$ cat src/logic/flk_defs.svh
// Bit positions, reset values and timing counts for the flash lock, status and
// read configuration logic. Definitions only; included by the design.
`ifndef FLK_DEFS_SVH
`define FLK_DEFS_SVH

// Operation status word
`define FLK_ST_READY      7
`define FLK_ST_ERS_SUSP   6
`define FLK_ST_ERS_ERR    5
`define FLK_ST_PRG_ERR    4
`define FLK_ST_SUPPLY     3
`define FLK_ST_PRG_SUSP   2
`define FLK_ST_PROTECT    1
`define FLK_ST_OTHER      0
// Page buffer availability word
`define FLK_XS_AVAIL      7
// Read configuration fields
`define FLK_RC_MODE       15
`define FLK_RC_LAT_HI     13
`define FLK_RC_LAT_LO     11
`define FLK_RC_WAIT_POL   10
`define FLK_RC_HOLD       9
`define FLK_RC_ORDER      7
`define FLK_RC_EDGE       6
`define FLK_RC_WRAP       3
`define FLK_RC_LEN_HI     2
`define FLK_RC_LEN_LO     0
`define FLK_RC_RESET      16'hFFFF
// Burst length codes
`define FLK_LEN_4         3'h1
`define FLK_LEN_8         3'h2
// Write engine busy time in clocks
`define FLK_OP_CYCLES     16

`endif

$ cat src/logic/flk_pkg.sv
// Types shared by the flash lock, status and read configuration logic.
// Assumes the constants header is compiled alongside.
package flk_pkg;
  typedef enum logic [2:0] {
    FLK_CMD_NONE     = 3'h0,
    FLK_CMD_SET_LOCK = 3'h1,
    FLK_CMD_CLR_LOCK = 3'h2,
    FLK_CMD_SET_LDN  = 3'h3,
    FLK_CMD_SET_RCFG = 3'h4,
    FLK_CMD_CLR_STAT = 3'h5
  } flk_cmd_t;
  typedef enum logic [1:0] {
    FLK_OP_ERASE   = 2'h0,
    FLK_OP_PROGRAM = 2'h1,
    FLK_OP_FACTORY = 2'h2,
    FLK_OP_OTP     = 2'h3
  } flk_op_t;
  typedef enum logic [1:0] {
    FLK_BU_IDLE = 2'h0,
    FLK_BU_LAT  = 2'h1,
    FLK_BU_DATA = 2'h3
  } flk_burst_t;
endpackage

$ cat src/logic/flk_core.sv
// Block lock state, write engine status and read configuration with burst
// address sequencing. Assumes a host that issues decoded commands, one-cycle
// operation starts and burst requests, all synchronous to i_clock.
`timescale 1ns/1ps
`include "flk_defs.svh"

module flk_core #(
  parameter int BLOCKS    = 8,
  parameter int BLK_W     = 3,
  parameter int ADDR_W    = 22,
  parameter int OP_CYCLES = `FLK_OP_CYCLES
) (
  input  wire logic              i_clock,
  input  wire logic              i_resetn,
  input  wire logic              i_write_protect_n,
  input  wire logic              i_cmd_valid,
  input  wire flk_pkg::flk_cmd_t i_cmd_code,
  input  wire logic [BLK_W-1:0]  i_cmd_block,
  input  wire logic [15:0]       i_cmd_data,
  input  wire logic              i_op_start,
  input  wire flk_pkg::flk_op_t  i_op_kind,
  input  wire logic [BLK_W-1:0]  i_op_block,
  input  wire logic              i_supply_ok,
  input  wire logic              i_erase_suspend,
  input  wire logic              i_program_suspend,
  input  wire logic              i_other_busy,
  input  wire logic              i_factory_mode,
  input  wire logic [BLK_W-1:0]  i_id_block,
  input  wire logic              i_burst_start,
  input  wire logic              i_burst_stop,
  input  wire logic [ADDR_W-1:0] i_burst_addr,
  output logic [15:0]            o_status,
  output logic [15:0]            o_buffer_status,
  output logic [15:0]            o_read_config,
  output logic [1:0]             o_lock_flags,
  output logic [ADDR_W-1:0]      o_burst_addr,
  output logic                   o_burst_valid,
  output logic                   o_wait
);

  // ****************************************************************
  // Protect pin edges and per-block lock state
  // ****************************************************************
  logic              wp_q;
  logic              wp_rise;
  logic              wp_fall;
  logic [BLOCKS-1:0] block_locked_flag;
  logic [BLOCKS-1:0] block_lockdown_flag;
  logic [BLOCKS-1:0] from_open;

  // Reset value 0 only makes a harmless rise, which touches no lock bit
  always_ff @(posedge i_clock or negedge i_resetn) begin
    if (!i_resetn) begin
      wp_q <= 1'b0;
    end else begin
      wp_q <= i_write_protect_n;
    end
  end
  assign wp_rise = i_write_protect_n & ~wp_q;
  assign wp_fall = ~i_write_protect_n & wp_q;

  genvar gb;
  generate
    for (gb = 0; gb < BLOCKS; gb++) begin : g_blk
      logic hit;
      // Only lock commands pre-empt a protect edge; other codes must not swallow one
      assign hit = i_cmd_valid && (i_cmd_block == BLK_W'(gb)) &&
                   (i_cmd_code == flk_pkg::FLK_CMD_SET_LOCK ||
                    i_cmd_code == flk_pkg::FLK_CMD_CLR_LOCK ||
                    i_cmd_code == flk_pkg::FLK_CMD_SET_LDN);
      // Lock commands take priority; protect edges act only without a lock command to the block
      always_ff @(posedge i_clock or negedge i_resetn) begin
        if (!i_resetn) begin
          block_locked_flag[gb]   <= 1'b1;
          block_lockdown_flag[gb] <= 1'b0;
          from_open[gb]           <= 1'b0;
        end else if (hit) begin
          case (i_cmd_code)
            flk_pkg::FLK_CMD_SET_LOCK: begin
              block_locked_flag[gb] <= 1'b1;
            end
            flk_pkg::FLK_CMD_CLR_LOCK: begin
              if (i_write_protect_n || !block_lockdown_flag[gb]) begin
                block_locked_flag[gb] <= 1'b0;
              end
            end
            flk_pkg::FLK_CMD_SET_LDN: begin
              block_locked_flag[gb]   <= 1'b1;
              block_lockdown_flag[gb] <= 1'b1;
            end
            default: begin
            end
          endcase
        end else if (wp_fall && block_lockdown_flag[gb]) begin
          // Remember whether the block was open before the lock-down took hold
          from_open[gb]         <= ~block_locked_flag[gb];
          block_locked_flag[gb] <= 1'b1;
        end else if (wp_rise && block_lockdown_flag[gb]) begin
          block_locked_flag[gb] <= ~from_open[gb];
        end
      end
    end
  endgenerate

  // Lock flags read back per block, bit 1 lock-down, bit 0 lock
  always_ff @(posedge i_clock or negedge i_resetn) begin
    if (!i_resetn) begin
      o_lock_flags <= 2'h0;
    end else begin
      o_lock_flags <= {block_lockdown_flag[i_id_block], block_locked_flag[i_id_block]};
    end
  end

  // ****************************************************************
  // Write engine and status flags
  // ****************************************************************
  logic        busy;
  logic [15:0] op_count;
  logic        op_go;
  logic        op_refuse;
  logic        clr_stat;
  logic        erase_error_flag;
  logic        program_error_flag;
  logic        supply_low_flag;
  logic        protect_abort_flag;

  assign op_go     = i_op_start && !busy;
  assign op_refuse = !i_supply_ok ||
                     (block_locked_flag[i_op_block] && i_op_kind != flk_pkg::FLK_OP_OTP);
  assign clr_stat  = i_cmd_valid && i_cmd_code == flk_pkg::FLK_CMD_CLR_STAT;

  // Busy only for accepted operations; refused ones abort at once
  always_ff @(posedge i_clock or negedge i_resetn) begin
    if (!i_resetn) begin
      busy     <= 1'b0;
      op_count <= 16'h0000;
    end else if (op_go && !op_refuse) begin
      busy     <= 1'b1;
      op_count <= 16'(OP_CYCLES - 1);
    end else if (busy) begin
      op_count <= op_count - 16'h0001;
      busy     <= (op_count != 16'h0000);
    end
  end

  // Sticky flags: a fresh abort beats a clear in the same cycle
  always_ff @(posedge i_clock or negedge i_resetn) begin
    if (!i_resetn) begin
      supply_low_flag    <= 1'b0;
      protect_abort_flag <= 1'b0;
      erase_error_flag   <= 1'b0;
      program_error_flag <= 1'b0;
    end else if (op_go) begin
      supply_low_flag    <= !i_supply_ok || (supply_low_flag && !clr_stat);
      protect_abort_flag <= (i_supply_ok && op_refuse) ||
                            (protect_abort_flag && !clr_stat);
      if (i_op_kind == flk_pkg::FLK_OP_ERASE) begin
        erase_error_flag <= op_refuse || (erase_error_flag && !clr_stat);
      end else begin
        erase_error_flag <= erase_error_flag && !clr_stat;
      end
      if (i_op_kind != flk_pkg::FLK_OP_ERASE) begin
        program_error_flag <= op_refuse || (program_error_flag && !clr_stat);
      end else begin
        program_error_flag <= program_error_flag && !clr_stat;
      end
    end else if (clr_stat) begin
      supply_low_flag    <= 1'b0;
      protect_abort_flag <= 1'b0;
      erase_error_flag   <= 1'b0;
      program_error_flag <= 1'b0;
    end
  end

  // Status words; upper byte reserved and zero so masking is harmless
  always_ff @(posedge i_clock or negedge i_resetn) begin
    if (!i_resetn) begin
      o_status        <= 16'h0080;
      o_buffer_status <= 16'h0080;
    end else begin
      o_status <= 16'h0000;
      if (i_factory_mode) begin
        o_status[`FLK_ST_READY] <= 1'b0;
        o_status[`FLK_ST_OTHER] <= busy;
      end else begin
        o_status[`FLK_ST_READY] <= !busy && !i_other_busy;
        o_status[`FLK_ST_OTHER] <= !busy && i_other_busy;
      end
      o_status[`FLK_ST_ERS_SUSP] <= i_erase_suspend;
      o_status[`FLK_ST_ERS_ERR]  <= erase_error_flag;
      o_status[`FLK_ST_PRG_ERR]  <= program_error_flag;
      o_status[`FLK_ST_SUPPLY]   <= supply_low_flag;
      o_status[`FLK_ST_PRG_SUSP] <= i_program_suspend;
      o_status[`FLK_ST_PROTECT]  <= protect_abort_flag;
      o_buffer_status <= 16'h0000;
      o_buffer_status[`FLK_XS_AVAIL] <= !busy;
    end
  end

  // ****************************************************************
  // Read configuration and burst sequencing
  // ****************************************************************
  flk_pkg::flk_burst_t burst_state;
  logic [ADDR_W-1:0] start_addr;
  logic [ADDR_W-1:0] idx;
  logic [ADDR_W-1:0] len_mask;
  logic [ADDR_W-1:0] next_addr;
  logic [2:0]        lat_count;
  logic              hold_phase;
  logic              read_mode_select;
  logic [2:0]        latency_code;
  logic [2:0]        burst_length_code;
  logic              continuous;

  // Reset to all ones, i.e. asynchronous reads
  always_ff @(posedge i_clock or negedge i_resetn) begin
    if (!i_resetn) begin
      o_read_config <= `FLK_RC_RESET;
    end else if (i_cmd_valid && i_cmd_code == flk_pkg::FLK_CMD_SET_RCFG) begin
      o_read_config <= i_cmd_data;
    end
  end

  assign read_mode_select  = o_read_config[`FLK_RC_MODE];
  assign latency_code      = o_read_config[`FLK_RC_LAT_HI:`FLK_RC_LAT_LO];
  assign burst_length_code = o_read_config[`FLK_RC_LEN_HI:`FLK_RC_LEN_LO];
  // Reserved length codes run as continuous so the burst never stalls
  assign continuous = burst_length_code != `FLK_LEN_4 && burst_length_code != `FLK_LEN_8;
  assign len_mask   = (burst_length_code == `FLK_LEN_4) ? ADDR_W'(3) : ADDR_W'(7);

  // Word address from start and index under order and wrap settings
  always_comb begin
    next_addr = start_addr + idx;
    if (!continuous && !o_read_config[`FLK_RC_ORDER]) begin
      next_addr = (start_addr & ~len_mask) | ((start_addr ^ idx) & len_mask);
    end else if (!continuous && !o_read_config[`FLK_RC_WRAP]) begin
      next_addr = (start_addr & ~len_mask) | ((start_addr + idx) & len_mask);
    end
  end

  // Latency counts the field code in clocks; an async switch aborts the burst
  always_ff @(posedge i_clock or negedge i_resetn) begin
    if (!i_resetn) begin
      burst_state <= flk_pkg::FLK_BU_IDLE;
      start_addr  <= '0;
      idx         <= '0;
      lat_count   <= 3'h0;
      hold_phase  <= 1'b0;
    end else if (read_mode_select || i_burst_stop) begin
      burst_state <= flk_pkg::FLK_BU_IDLE;
    end else if (i_burst_start) begin
      burst_state <= flk_pkg::FLK_BU_LAT;
      start_addr  <= i_burst_addr;
      idx         <= '0;
      lat_count   <= latency_code;
      hold_phase  <= 1'b0;
    end else begin
      case (burst_state)
        flk_pkg::FLK_BU_LAT: begin
          lat_count <= lat_count - 3'h1;
          if (lat_count <= 3'h1) begin
            burst_state <= flk_pkg::FLK_BU_DATA;
          end
        end
        flk_pkg::FLK_BU_DATA: begin
          // Two-clock hold advances on every other clock
          hold_phase <= o_read_config[`FLK_RC_HOLD] && !hold_phase;
          if (!o_read_config[`FLK_RC_HOLD] || hold_phase) begin
            idx <= idx + ADDR_W'(1);
            if (!continuous && idx == len_mask) begin
              burst_state <= flk_pkg::FLK_BU_IDLE;
            end
          end
        end
        default: begin
          burst_state <= flk_pkg::FLK_BU_IDLE;
        end
      endcase
    end
  end

  // Edge select is carried in the register for the pad stage, which picks
  // the launching edge; this core presents data once per i_clock.
  always_ff @(posedge i_clock or negedge i_resetn) begin
    if (!i_resetn) begin
      o_burst_addr  <= '0;
      o_burst_valid <= 1'b0;
      o_wait        <= 1'b0;
    end else begin
      o_burst_addr  <= next_addr;
      o_burst_valid <= !read_mode_select && burst_state == flk_pkg::FLK_BU_DATA;
      // Asserted level during latency, idle level otherwise
      o_wait <= (!read_mode_select && burst_state == flk_pkg::FLK_BU_LAT) ==
                o_read_config[`FLK_RC_WAIT_POL];
    end
  end

  // ****************************************************************
  // Checks
  // ****************************************************************
  logic up_q;
  always_ff @(posedge i_clock or negedge i_resetn) begin
    if (!i_resetn) begin
      up_q <= 1'b0;
    end else begin
      up_q <= 1'b1;
    end
  end
endmodule // flk_core

$ cat config.mk
export PLATFORM = sky130hd
export DESIGN_NAME = flk_core
export DESIGN_NICKNAME = d
export VERILOG_FILES = /design/src/logic/flk_pkg.sv /design/src/logic/flk_core.sv
export VERILOG_INCLUDE_DIRS = /design/src /design/src/logic
export SDC_FILE = /design/constraint.sdc
export NUM_CORES = 1
export LEC_CHECK = 0
export ABC_AREA = 0
export BUFFER_PORTS_ARGS = -buffer_cell sky130_fd_sc_hd__clkbuf_2
export CELL_PAD_IN_SITES_DETAIL_PLACEMENT = 1
export CELL_PAD_IN_SITES_GLOBAL_PLACEMENT = 2
export CORE_MARGIN = 8
export CORE_UTILIZATION = 37
export DETAILED_ROUTE_END_ITERATION = 16
export PLACE_DENSITY_LB_ADDON = 0.15
export SYNTH_ARGS = -nofsm -noshare
export SYNTH_HDL_FRONTEND = slang
export SYNTH_SLANG_ARGS = --single-unit
$ cat constraint.sdc
create_clock -name i_clock -period 6.25 [get_ports i_clock]
set_clock_uncertainty 0.1 [all_clocks]
set_input_delay 1.25 -clock i_clock [delete_from_list [all_inputs] [get_ports i_clock]]
set_output_delay 1.25 -clock i_clock [all_outputs]
set_load 0.05 [all_outputs]
; ---- Yosys cells after proc, flatten, opt, wreduce, memory -nomap -nowiden
; Index checks and enable logic that the tools add are counted.
[totals]
latchBits = 0
regBits = 147
elab_cells = 334
mem_bits_ro = 0
ramBits = 0
mem_count = 0
input_bits = 64
[classes]
div_mod_pow = 0
magnitude_cmp = 3
shift = 0
muxes = 75
add_sub_neg = 4
multipliers = 0
n_bitwise = 36
n_eq_ne = 39
reduce_logical = 134
[ops]
columns = operator, n
row1 = $mux 22, 5
row2 = $logic_and 1x1->1, 51
row3 = $ne 3x2->1 const B, 17
row4 = $mux 1, 48
row5 = $and 22x3->22, 2
row6 = $or 22x22->22, 2
row7 = $reduce_and 2->1, 19
row8 = $mux 16, 2
row9 = $reduce_and 3->1, 10
row10 = $not 1->1, 27
row11 = $reduce_bool 3->1, 8
row12 = $add 22x1->22 const B, 1
row13 = $add 22x22->22, 1
row14 = $and 22x22->22, 1
row15 = $eq 22x3->1, 1
row16 = $not 3->22, 1
row17 = $xor 22x22->22, 1
row18 = $logic_not 1->1, 19
row19 = $eq 3x3->1 const B, 6
row20 = $logic_or 1x1->1, 17
row21 = $pmux 1 s2, 8
row22 = $reduce_bool 16->1, 1
row23 = $sub 16x1->16 const B, 1
row24 = $eq 3x2->1 const B, 4
row25 = 19 further kinds, 38

; ---- Depth between registers and ports, before layout
; Gate-level depths: netlist of run 1.
[logic_depth]
depth_word = 9
mapped_depth = 10
ltp_nobuf = 10

; ---- Worst setup path after synthesis of run 1
; No wires, ideal clock.
[synth_timing]
path_type = in2reg
from = input i_burst_stop
to = register idx[14]
t_arrival_ps = 2726
path_buffers = 1
path_stages = 8
required_time_ps = 6018
path_slack_ps = 3292
path_cell_list = or4_1 clkbuf_2 a21oi_2 nand3_1 nor2_2 nand3_1 xor2_1 nor2_1
[synth_between]
elab_chain_cells = 3
[synth_rtl]
columns = item, line
row1 = "start, declared", flk_core.sv:30  ; input wire logic i_burst_stop,
row2 = $logic_or 1x1->1, flk_core.sv:249  ; end else if (read_mode_select || i_burst_stop) begin
row3 = $not 1->1 (no line), -
row4 = $reduce_and 3->1 (no line), -
row5 = "end signal, assigned", flk_core.sv:269  ; idx <= idx + ADDR_W'(1);
row6 = "end, declared", flk_core.sv:205  ; logic [ADDR_W-1:0] idx;
; No other way between the ends.
; A chain may end at the register's enable or synchronous reset.

; ---- Worst setup path after layout of run 1
; Same ends and word-level chain as after synthesis.

==> results of run 1 <==
[layout make-up]
| class | instances | area (sq um) | area share (%) |
|---|---|---|---|
| Clock inverter | 11 | 128 | 1.42 |
| Inverter | 15 | 56.3 | 0.625 |
| Clock buffer | 21 | 470 | 5.23 |
| Sequential cell | 147 | 3710 | 41.2 |
| Timing Repair Buffer | 117 | 599 | 6.66 |
| Multi-Input combinational cell | 613 | 3700 | 41.1 |
| Tap cell | 270 | 338 | 3.75 |
[per-layer routing]
layer	routed length, um	GRT usage (%)	vias up
met5	0	0	-
met4	236	4.55	0
met3	761	4.01	21
met2	9870	27.8	109
met1	9360	20.5	2990
li1	-	-	2970
[synth_stat cells, types with 4 or more instances]
library cell  number  area [sq um]
nand2_1          148           556
dfrtp_1          121          3030
nor2_1            72           270
a21oi_1           46           230
o21ai_0           44           220
nand3_1           38           190
dfstp_2           26           683
ha_1              25           313
xor2_1            25           219
buf_4             23           173
clkbuf_1          22          82.6
mux2_2            21           236
xnor2_1           18           158
inv_1             15          56.3
nor3_1            15          75.1
nor2b_1           14          87.6
o31ai_1           11          82.6
o21bai_1          10          75.1
a221oi_1           7          61.3
nand4_1            7          43.8
nor4_1             7          43.8
mux2i_1            6          60.1
mux4_2             6           135
nand2b_1           6          37.5
and3_1             5          31.3
nor3b_1            5          37.5
or3_1              5          31.3
a21o_1             4          30.0
o21a_1             4          30.0
[worst max path at each step]
stage,startpoint,cells past startpoint,slack [ns],end
2_1_floorplan,i_burst_stop,8,3.29,idx[14]$_DFFE_PN0P_
3_3_place_gp,i_burst_stop,9,2.55,idx[14]$_DFFE_PN0P_
3_5_place_dp,i_burst_stop,9,2.45,idx[14]$_DFFE_PN0P_
4_1_cts,i_burst_stop,9,2.86,idx[14]$_DFFE_PN0P_
5_1_grt,i_burst_stop,9,2.65,idx[20]$_DFFE_PN0P_
6_report,i_burst_stop,9,2.90,idx[14]$_DFFE_PN0P_
[per-stage QoR]
| stage | util [%] | hold WS [ns] | area [sq um] | cells |
|---|---|---|---|---|
| after floorplan | - | 0.254 | 7710 | 822 |
| after global placement | 41.5 | 0.260 | 8400 | 1162 |
| after detailed placement | 41.5 | 0.262 | 8400 | 1162 |
| after CTS | 44.5 | 0.275 | 9000 | 1194 |
| after global routing | 44.5 | 0.293 | 9000 | 1194 |
| final | 44.5 | 0.273 | 9000 | 1194 |
[state kept, by name, indices dropped and copies added (netlist names)]
register,cells
idx,22
o_burst_addr,22
start_addr,22
o_read_config,16
op_count,16
block_lockdown_flag,8
block_locked_flag,8
from_open,8
o_status,8
lat_count,3
burst_state,2
o_lock_flags,2
busy,1
erase_error_flag,1
hold_phase,1
o_buffer_status,1
o_burst_valid,1
o_wait,1
program_error_flag,1
protect_abort_flag,1
supply_low_flag,1
wp_q,1
[power by group through the flow]
stage,clock [W],combinational [W],sequential [W]
6_report,0.00103,0.000882,0.00132
3_5_place_dp,0,0.000894,0.00134
2_1_floorplan,0,0.000390,0.00158
3_3_place_gp,0,0.000871,0.00132
5_1_grt,0.00110,0.000964,0.00135
4_1_cts,0.00106,0.000897,0.00132
[worst register-to-register path, cell delays in order (launching register included)]
cell and delay, ns:
dfrtp_1 0.45, ha_1 0.24, fa_1 0.45, a21o_1 0.21
a21oi_1 0.22, o21ai_1 0.16, a31oi_1 0.35, o31a_1 0.32
o21ai_0 0.19, nor4b_1 0.30, a211o_1 0.15
[cell families (layout without fill, tap and decap cells)]
| logic type | after synthesis | count (layout) |
|---|---|---|
| DFF | 147 | 147 |
| other | 1 | 23 |
| adders and majority gates | 26 | 26 |
| buffers and inverters | 62 | 164 |
| AOI/OAI and AO/OA | 148 | 148 |
| and+or+nand+nor | 340 | 340 |
| xor gates and xnor gates | 43 | 43 |
| muxes | 33 | 33 |
==> qor.yml, run 1 <==
status: "complete, no violations"
fmaxAchievable_ghz: 0.299
cts_inserted_buffers: 17
synth_simple_gate_area_share_pct: 20.3
p_sw_w: 0.00117
critPathMaxStageDelay_ns: 0.69
rsz0062_at_grt: "no"
power_w: 0.00323
synth_cell_type_count: 57
grt_overflow: 0
r2r-start: "idx[0]$_DFFE_PN0P_"
cts_hold_buf: 0
max_slew_margin_pct: 29.9
min_path_type: "flip-flop to flip-flop"
p_clk_share_pct: 31.9
synthMuxAreaShare_pct: 5.66
synth_ff_type: "dfrtp_1"
syn-cell-area_sq_um: 7630
ys.warnings.count: 0
reg2reg_slack_ns: 3.06
dp_hpwl_um: 14900
drt_wl_total_um: 20200
grt_pass1_wl_um: 34600
power.density_nw_per_um2: 359
antenna_cells: 0
pwr-share-comb_pct: 27.3
crit_path_end_kind: "flip-flop"
synth_top_family_by_area: "simple AND/OR/NAND/NOR gates"
core_region_area_sq_um: 20200
setup_tns_ns: 0
antenna_found_initial: 0
nets: 1001
path_cells: "clkbuf_2 -> nor2_1 -> nand2_1 -> a21oi_2 -> nand3_1 -> nor2_2 -> nand3_1 -> xor2_1 -> nor2_1"
startpoint_type: "input pin"
ys_seq_area_share_pct: 48.6
gp_congestion: 0.775
ys_seq_elements: 147
synth_xor_area_share_pct: 4.94
holdCritStartpoint: "program_error_flag$_DFFE_PN0P_"
dp_slack_ns: 2.45
min_path_cells: 0
final_common_cell: "nand2_1"
grt_use_total_pct: 16.4
area_delta_synth_final_pct: 18.0
rows: 52
synth-compound-area-share_pct: 11.9
cts_htree_levels: 4
slowest_stage: "nand2_1"
fin_crit_sh_pct: 53.5
slew_viol_final: 0
drc: 0
fin_ws_ns: 2.90
wl_per_cell_um: 16.9
root_buffer: "clkbuf_16"
hold_violations: 0
p_sw_share_pct: 36.3
async_reset_ff_share_pct: 100
critPathArrivalTime_ns: 3.53
syn_area_per_cell_sq_um: 9.54
initial_core_util_pct: 37.7
grt_pass1_vias: 6660
synth_fa_ha_area_share_pct: 4.36
clock_latency_ns: 0.42
synth_enable_flop_cells: 0
portBuffers: 114
setup_viol: 0
synthCells: 800
cts_tree: "done"
critPathMaxFanout: 25
postRouteAntennaNets: 0
die_w_um: 160
required_ns: 6.43
layout_common_cells: "nand2_1 (148), dfrtp_1 (121), clkbuf_2 (113), nor2_1 (72), a21oi_1 (45)"
post_cts_resized: 0
maxCapViolations: 0
layout-drive-gt1-share_pct: 22.3
critPathBufInv: 1
holdPathEnd: "o_status[4]$_DFF_PN0_"
cts.path.max_buffers: 2
r2r.worst_path.cells: 10
fill_cells: 2359
rr_endpoint: "o_burst_addr[20]$_DFF_PN0_"
p_int_w: 0.00206
design.die.area_sq_um: 25500
p_leak_nw: 4.15
grt_max_degree: 102
fin_crit_ns: 3.35
numClockSinks: 147
pwr-share-seq_pct: 40.8
ir_drop_v: 0.000187
drt_first_pass_iters: 4
critPathKind: "input pin to flip-flop"
ioPinCount: 138
post_cts_buffers: 0
vias: 6090
drt_iter0_markers: 257
cp_top_family: "simple AND/OR/NAND/NOR gates"
tightest_slew_ns: 1.04
clk_pin_slew_ns: 0.06
vias_per_cell: 5.10
die_h_um: 160
No activity file was read; power rests on OpenSTA's default activity.
==> run 2: changes to the inputs <==
ABC_AREA = 1   (was 0)
CORE_UTILIZATION = 33   (was 37)
clock period = 3.1 ns   (was 6.25 ns; I/O delays follow)
==> run 2 against run 1 <==
Against the previous run: synthesized cell count grew 41%; design area increased by 12%; sequential cell count stayed put; core utilization fell by 5.5 points; non-clock buffer count increased by 7; sequential share of layout area shrank 4.4 points; combinational power rose to 3.3 times the previous value; clock power up 100%; critical path depth increased by 3.
==> qor.yml, run 2 <==
status: "complete, no violations"
pwr-share-comb_pct: 37.5  # +10 points
hold_violations: 0  # unchanged
layout_common_cells: "nand2_1 (323), inv_1 (134), dfrtp_1 (121), clkbuf_2 (113), nor2_1 (103)"
design.die.area_sq_um: 31400  # +23%
synth_enable_flop_cells: 0  # unchanged
grt_max_degree: 61  # -40%
crit_path_end_kind: "flip-flop"
p_leak_nw: 5.11  # +23%
fin_crit_sh_pct: 76.5
critPathArrivalTime_ns: 2.60  # -0.93 ns
synthTopCellsByCount: "nand2_1 (323), inv_1 (134), dfrtp_1 (121), nor2_1 (103), o21ai_0 (68)"
post_cts_buffers: 0  # unchanged
setup_viol: 0  # unchanged
final_common_cell: "nand2_1"
rsz0062_at_grt: "no"
postRouteAntennaNets: 0  # unchanged
synth_cell_type_count: 51  # -11%
antenna_cells: 0  # unchanged
ys_seq_elements: 147  # unchanged
cts.path.max_buffers: 2  # unchanged
clock_latency_ns: 0.43  # about the same
final_util_pct: 39.0  # -5.5 points
syn_area_per_cell_sq_um: 7.64  # -20%
rows: 59  # +13%
p_clk_share_pct: 26.8  # -5.1 points
core_region_area_sq_um: 25800  # +28%
wl_per_cell_um: 17.1  # +1.2%
drt_wl_total_um: 27400  # +35%
ys.warnings.count: 0  # unchanged
die_w_um: 177  # +11%
antenna_found_initial: 1  # +1
ioPinCount: 138  # unchanged
gp_congestion: 0.795  # +2.6%
cts_tree: "done"
grt_pass1_vias: 8525  # +28%
max_slew_margin_pct: 41.0  # +11 points
async_reset_ff_share_pct: 100  # unchanged
reg_top3: "idx (22), o_burst_addr (22), start_addr (22)"
reg2reg_slack_ns: 0.73  # -2.33 ns
drt_iter0_markers: 389  # +51%
p_int_w: 0.00441  # +110%
die_h_um: 177  # +11%
numClockSinks: 147  # unchanged
drc: 0  # unchanged
power.density_nw_per_um2: 781  # +120%
syn-cell-area_sq_um: 8590  # +13%
clk_pin_slew_ns: 0.07  # about the same
ys_seq_area_share_pct: 43.2  # -5.4 points
synth_ff_type: "dfrtp_1"
synthCells: 1124  # +41%
area_delta_synth_final_pct: 17.4
maxCapViolations: 0  # unchanged
startpoint_type: "flip-flop"
cts_htree_levels: 4  # unchanged
ir_drop_v: 0.000426  # +130%
vias: 7776  # +28%
vias_per_cell: 4.87  # -4.5%
cts_inserted_buffers: 17  # unchanged
grt_overflow: 0  # unchanged
p_sw_share_pct: 44.0  # +7.7 points
critPathMaxFanout: 6  # -76%
layout-drive-gt1-share_pct: 17.5  # -4.8 points
fill_cells: 3284  # +39%
slew_viol_final: 0  # unchanged
nets: 1338  # +34%
p_sw_w: 0.00346  # +200%
drt_first_pass_iters: 4  # unchanged
fmaxAchievable_ghz: 0.422
setup_tns_ns: 0  # unchanged
fin_crit_ns: 2.37
dp_hpwl_um: 21400  # +43%
initial_core_util_pct: 33.2  # -4.5 points
required_ns: 3.33  # -3.10 ns
yosys.area.top_type_share_pct: 35.3  # -4.4 points
pwr-share-seq_pct: 35.7  # -5.1 points
synthTopCellsByArea: "dfrtp_1 (35%), nand2_1 (14%), dfstp_2 (8.0%)"
power_w: 0.00787  # +140%
synth_most_common_cell: "nand2_1"
root_buffer: "clkbuf_16"
portBuffers: 114  # unchanged
synth_top_area_cell: "dfrtp_1"
grt_pass1_wl_um: 44600  # +29%
critPathKind: "flip-flop to flip-flop"
tightest_slew_ns: 0.883  # -0.160 ns
min_path_type: "input pin to flip-flop"
grt_use_total_pct: 17.9  # +1.5 points
run 2: what timing repair did:
| item | CTS | global route |
|---|---|---|
| hold endpoints to repair | 23 | 0 |
| hold buffers | 1 | 0 |
| gates resized for setup | 0 | 0 |
run 2: critical path, stage by stage, from the launching register on:
cell and delay, ns:
dfrtp_1 0.44, ha_1 0.28, fa_1 0.45, nand2_1 0.09, nand2_1 0.05, o21ai_1 0.22
o21bai_1 0.18, nand2_1 0.15, nand2_1 0.07, nand2_1 0.06, nand3_1 0.07, nand2_1 0.08
inv_1 0.04
run 2: path summary, 6_finish.rpt:
check / from / end / cells past startpoint
setup / recovery: idx[0]$_DFFE_PN0P_ / o_burst_addr[16]$_DFF_PN0_ / 12
hold / removal: i_erase_suspend / o_status[6]$_DFF_PN0_ / 1
setup reg to reg: idx[0]$_DFFE_PN0P_ / o_burst_addr[16]$_DFF_PN0_ / 12
hold reg to reg: program_error_flag$_DFFE_PN0P_ / o_status[4]$_DFF_PN0_ / 0
max in group asynchronous: i_resetn / block_locked_flag[7]$_DFFE_PN1P_ / 3
min in group asynchronous: i_resetn / from_open[6]$_DFFE_PN0P_ / 2
run 2: through the flow:
step,cells,area [sq um],setup WS (ns),hold WS [ns]
finish,1596,10100,0.728,0.192
global route,1596,10100,0.511,0.168
detailed placement,1563,9480,0.742,0.268
global placement,1563,9480,0.780,0.263
CTS,1596,10100,0.735,0.175
floorplan,1146,8670,1.11,0.224
run 2: logic make-up after synthesis:
kind of cell | synth area share (%)
simple gates | 27.9
buf+inv | 9.32
compound gates | 11.7
flops | 43.2
fa+ha+maj | 3.88
xor+xnor | 2.24
mux | 1.70
other cells | 0.0437
run 2: metal layers:
| metal | part of all wire [%] | track usage, % | vias to the layer above |
|---|---|---|---|
| li1 | - | - | 3859 |
| met1 | 44 | 21.3 | 3770 |
| met2 | 50 | 31.4 | 126 |
| met3 | 5.4 | 5.38 | 19 |
| met4 | 1.0 | 3.96 | 2 |
| met5 | 0.029 | 0 | - |
run 2: cell type report:
type                            instances  area, sq um  share of cell area (%)
Multi-Input combinational cell        817         4160                    41.3
Sequential cell                       147         3710                    36.8
Timing Repair Buffer                  124          667                    6.62
Inverter                              141          534                    5.30
Clock buffer                           17          425                    4.22
Tap cell                              335          419                    4.16
Clock inverter                         15          165                    1.64
run 2: power groups by stage:
| stage | sequential (W) | clock [W] | combinational [W] |
|---|---|---|---|
| 2_1_floorplan | 0.00339 | 0 | 0.00153 |
| 3_3_place_gp | 0.00284 | 0 | 0.00296 |
| 3_5_place_dp | 0.00285 | 0 | 0.00299 |
| 4_1_cts | 0.00282 | 0.00218 | 0.00301 |
| 5_1_grt | 0.00288 | 0.00226 | 0.00329 |
| 6_report | 0.00281 | 0.00211 | 0.00295 |
==> run 3: changes to the inputs <==
CORE_UTILIZATION = 30   (was 33)
clock period = 2.1 ns   (was 3.1 ns; I/O delays follow)
==> run 3 against run 2 <==
Against the previous run: via count up 3.2%; worst hold slack worse by 0.17 ns; sequential power up 44%; register-to-register slack worse by 0.62 ns; design area up 9.3%; sequential cell count unchanged; maximum frequency up 19%; combinational power up 80%; first-iteration DRC count down 28%; core utilization down 0.32 points; sequential share of layout area down 3.1 points; global-route usage down 0.60 points.
==> qor.yml, run 3 (synthesis results as in run 2) <==
status: "complete, no violations"
die_w_um: 185  # +4.4%
r2r-start: "o_read_config[0]$_DFFE_PN1P_"
highest_layer: "met5"
cp_top_family: "simple AND/OR/NAND/NOR gates"
hold_violations: 0  # unchanged
min_path_cells: 2  # +1
grt_overflow: 0  # unchanged
grt_use_total_pct: 17.3  # -0.60 points
path_cells: "inv_1 -> nor3_2 -> nor2_2 -> a21oi_4 -> inv_2 -> buf_4 -> or2_0 -> nand2_1 -> inv_1"
fin_cells: 1727  # +8.2%
drt_first_pass_iters: 4  # unchanged
critPathArrivalTime_ns: 2.21  # -0.39 ns
startpoint_type: "flip-flop"
final_area_sq_um: 11000  # +9.3%
antenna_cells: 0  # unchanged
min_path_type: "input pin to flip-flop"
holdPathEnd: "o_status[7]$_DFF_PN1_"
r2r.worst_path.cells: 9  # -3
fill_cells: 3550  # +8.1%
cts_tree: "done"
rr_endpoint: "o_burst_addr[17]$_DFF_PN0_"
drt_wl_total_um: 28600  # +4.6%
placed_cell_area_sq_um: 10100  # +7.0%
grt_max_degree: 44  # -28%
fin_crit_sh_pct: 94.9  # +18 points
clk_pin_slew_ns: 0.07  # about the same
wl_met2_um: 14300  # +5.6%
vias_per_cell: 4.65  # -4.6%
fin_crit_ns: 1.99  # -0.378 ns
drt_iter0_markers: 281  # -28%
dp_hpwl_um: 22900  # +7.1%
drc: 0  # unchanged
holdCritStartpoint: "i_other_busy"
reg2reg_slack_ns: 0.11  # -0.62 ns
hold_ws_ns: 0.0198  # -0.173 ns
critPathKind: "flip-flop to flip-flop"
grt_pass1_vias: 8869  # +4.0%
cts_inserted_buffers: 17  # unchanged
design.die.area_sq_um: 34300  # +9.1%
vias: 8023  # +3.2%
slew_viol_final: 0  # unchanged
nets: 1420  # +6.1%
power.density_nw_per_um2: 1140  # +46%
slowest_stage: "dfstp_2"
maxCapViolations: 0  # unchanged
crit_path_end_kind: "flip-flop"
final_util_pct: 38.7  # -0.32 points
fmaxAchievable_ghz: 0.502  # +19%
dp_cells: 1689  # +8.1%
ir_drop_v: 0.000498  # +17%
wl_met3_um: 1230  # -17%
rsz0062_at_grt: "no"
portBuffers: 114  # unchanged
grt_pass1_wl_um: 46500  # +4.3%
critPathBufInv: 4  # +3
cts.path.max_buffers: 2  # unchanged
final_common_cell: "nand2_1"
reg_top3: "idx (22), o_burst_addr (22), start_addr (22)"
antenna_found_initial: 2  # +1
postRouteAntennaNets: 0  # unchanged
root_buffer: "clkbuf_16"
core_region_area_sq_um: 28500  # +10%
critPathMaxFanout: 15  # +9
gp_congestion: 0.810  # +2.0%
crit_path_frequent_cell: "inv_1"
ioPinCount: 138  # unchanged
cts_htree_levels: 4  # unchanged
numClockSinks: 147  # unchanged
wl_met1_um: 12500  # +4.4%
layout_common_cells: "nand2_1 (321), inv_1 (133), dfrtp_1 (120), clkbuf_2 (113), nor2_1 (98)"
clock_latency_ns: 0.44  # about the same
initial_core_util_pct: 30.2  # -3.1 points
setup_viol: 0  # unchanged
layout-drive-gt1-share_pct: 25.0  # +7.5 points
die_h_um: 185  # +4.4%
area_delta_synth_final_pct: 28.3
rows: 62  # +5.1%
required_ns: 2.32  # -1.01 ns
p_leak_nw: 5.53  # +8.4%
critPathMaxStageDelay_ns: 0.56  # +0.11 ns
wl_per_cell_um: 16.6  # -3.4%
-- run 3: cell types whose count changed in the layout (fill, tap and decap cells not counted), sizes merged --
cell	delta
bufinv	+1
dlygate4sd3	+3
buf	+79
inv	-4
clkinv	+3
-- run 3: area by class of cell --
type | instances | area, sq um | area share (%)
Inverter | 141 | 538 | 4.88
Clock buffer | 17 | 425 | 3.86
Clock inverter | 15 | 171 | 1.56
Timing Repair Buffer | 206 | 1320 | 11.9
Multi-Input combinational cell | 817 | 4380 | 39.7
Sequential cell | 147 | 3710 | 33.7
Tap cell | 384 | 480 | 4.36
-- run 3: power breakdown --
group          switching (W)  internal, W
Sequential          0.000505      0.00356
Clock                0.00137      0.00178
Combinational        0.00343      0.00187
Total                0.00531      0.00721
-- run 3: repair_timing --
item	CTS	global route
resized for setup	2	41
endpoints found under the hold margin	26	0
buffers inserted	0	2
hold buffers	4	0
pin swaps	0	2
setup endpoints to repair	1	16
-- run 3: worst max path at each step --
stage / to / cells past startpoint / start / slack [ns]
after detailed placement: o_burst_addr[9]$_DFF_PN0_ / 11 / idx[3]$_DFFE_PN0P_ / -0.02
after CTS: o_burst_addr[16]$_DFF_PN0_ / 13 / start_addr[0]$_DFFE_PN0P_ / 0.007
final: o_burst_addr[17]$_DFF_PN0_ / 9 / o_read_config[0]$_DFFE_PN1P_ / 0.11
after global placement: o_burst_addr[9]$_DFF_PN0_ / 11 / idx[2]$_DFFE_PN0P_ / 0.02
after floorplan: o_burst_addr[14]$_DFF_PN0_ / 10 / idx[0]$_DFFE_PN0P_ / 0.11
after global routing: o_burst_addr[21]$_DFF_PN0_ / 10 / idx[17]$_DFFE_PN0P_ / 0.002
-- run 3: worst register-to-register path, cell delays in order (launching register included) --
cell and delay (ns):
dfstp_2 0.56, inv_1 0.06, nor3_2 0.17, nor2_2 0.13, a21oi_4 0.16, inv_2 0.16, buf_4 0.21, or2_0 0.22
nand2_1 0.07, inv_1 0.03
-- run 3: per-stage QoR --
stage	setup TNS [ns]	power (W)	setup slack (ns)
after detailed placement	-0.0152	0.00923	-0.0152
after global placement	0	0.00918	0.0164
final	0	0.0125	0.106
after floorplan	0	0.00726	0.108
after CTS	0	0.0125	0.00661
after global routing	0	0.0134	0.00225
-- run 3: metal layers --
metal | track usage, % | up-vias
met2 | 30.8 | 121
met4 | 4.16 | 4
met3 | 4.49 | 34
li1 | - | 4030
met5 | 0 | -
met1 | 20.6 | 3834
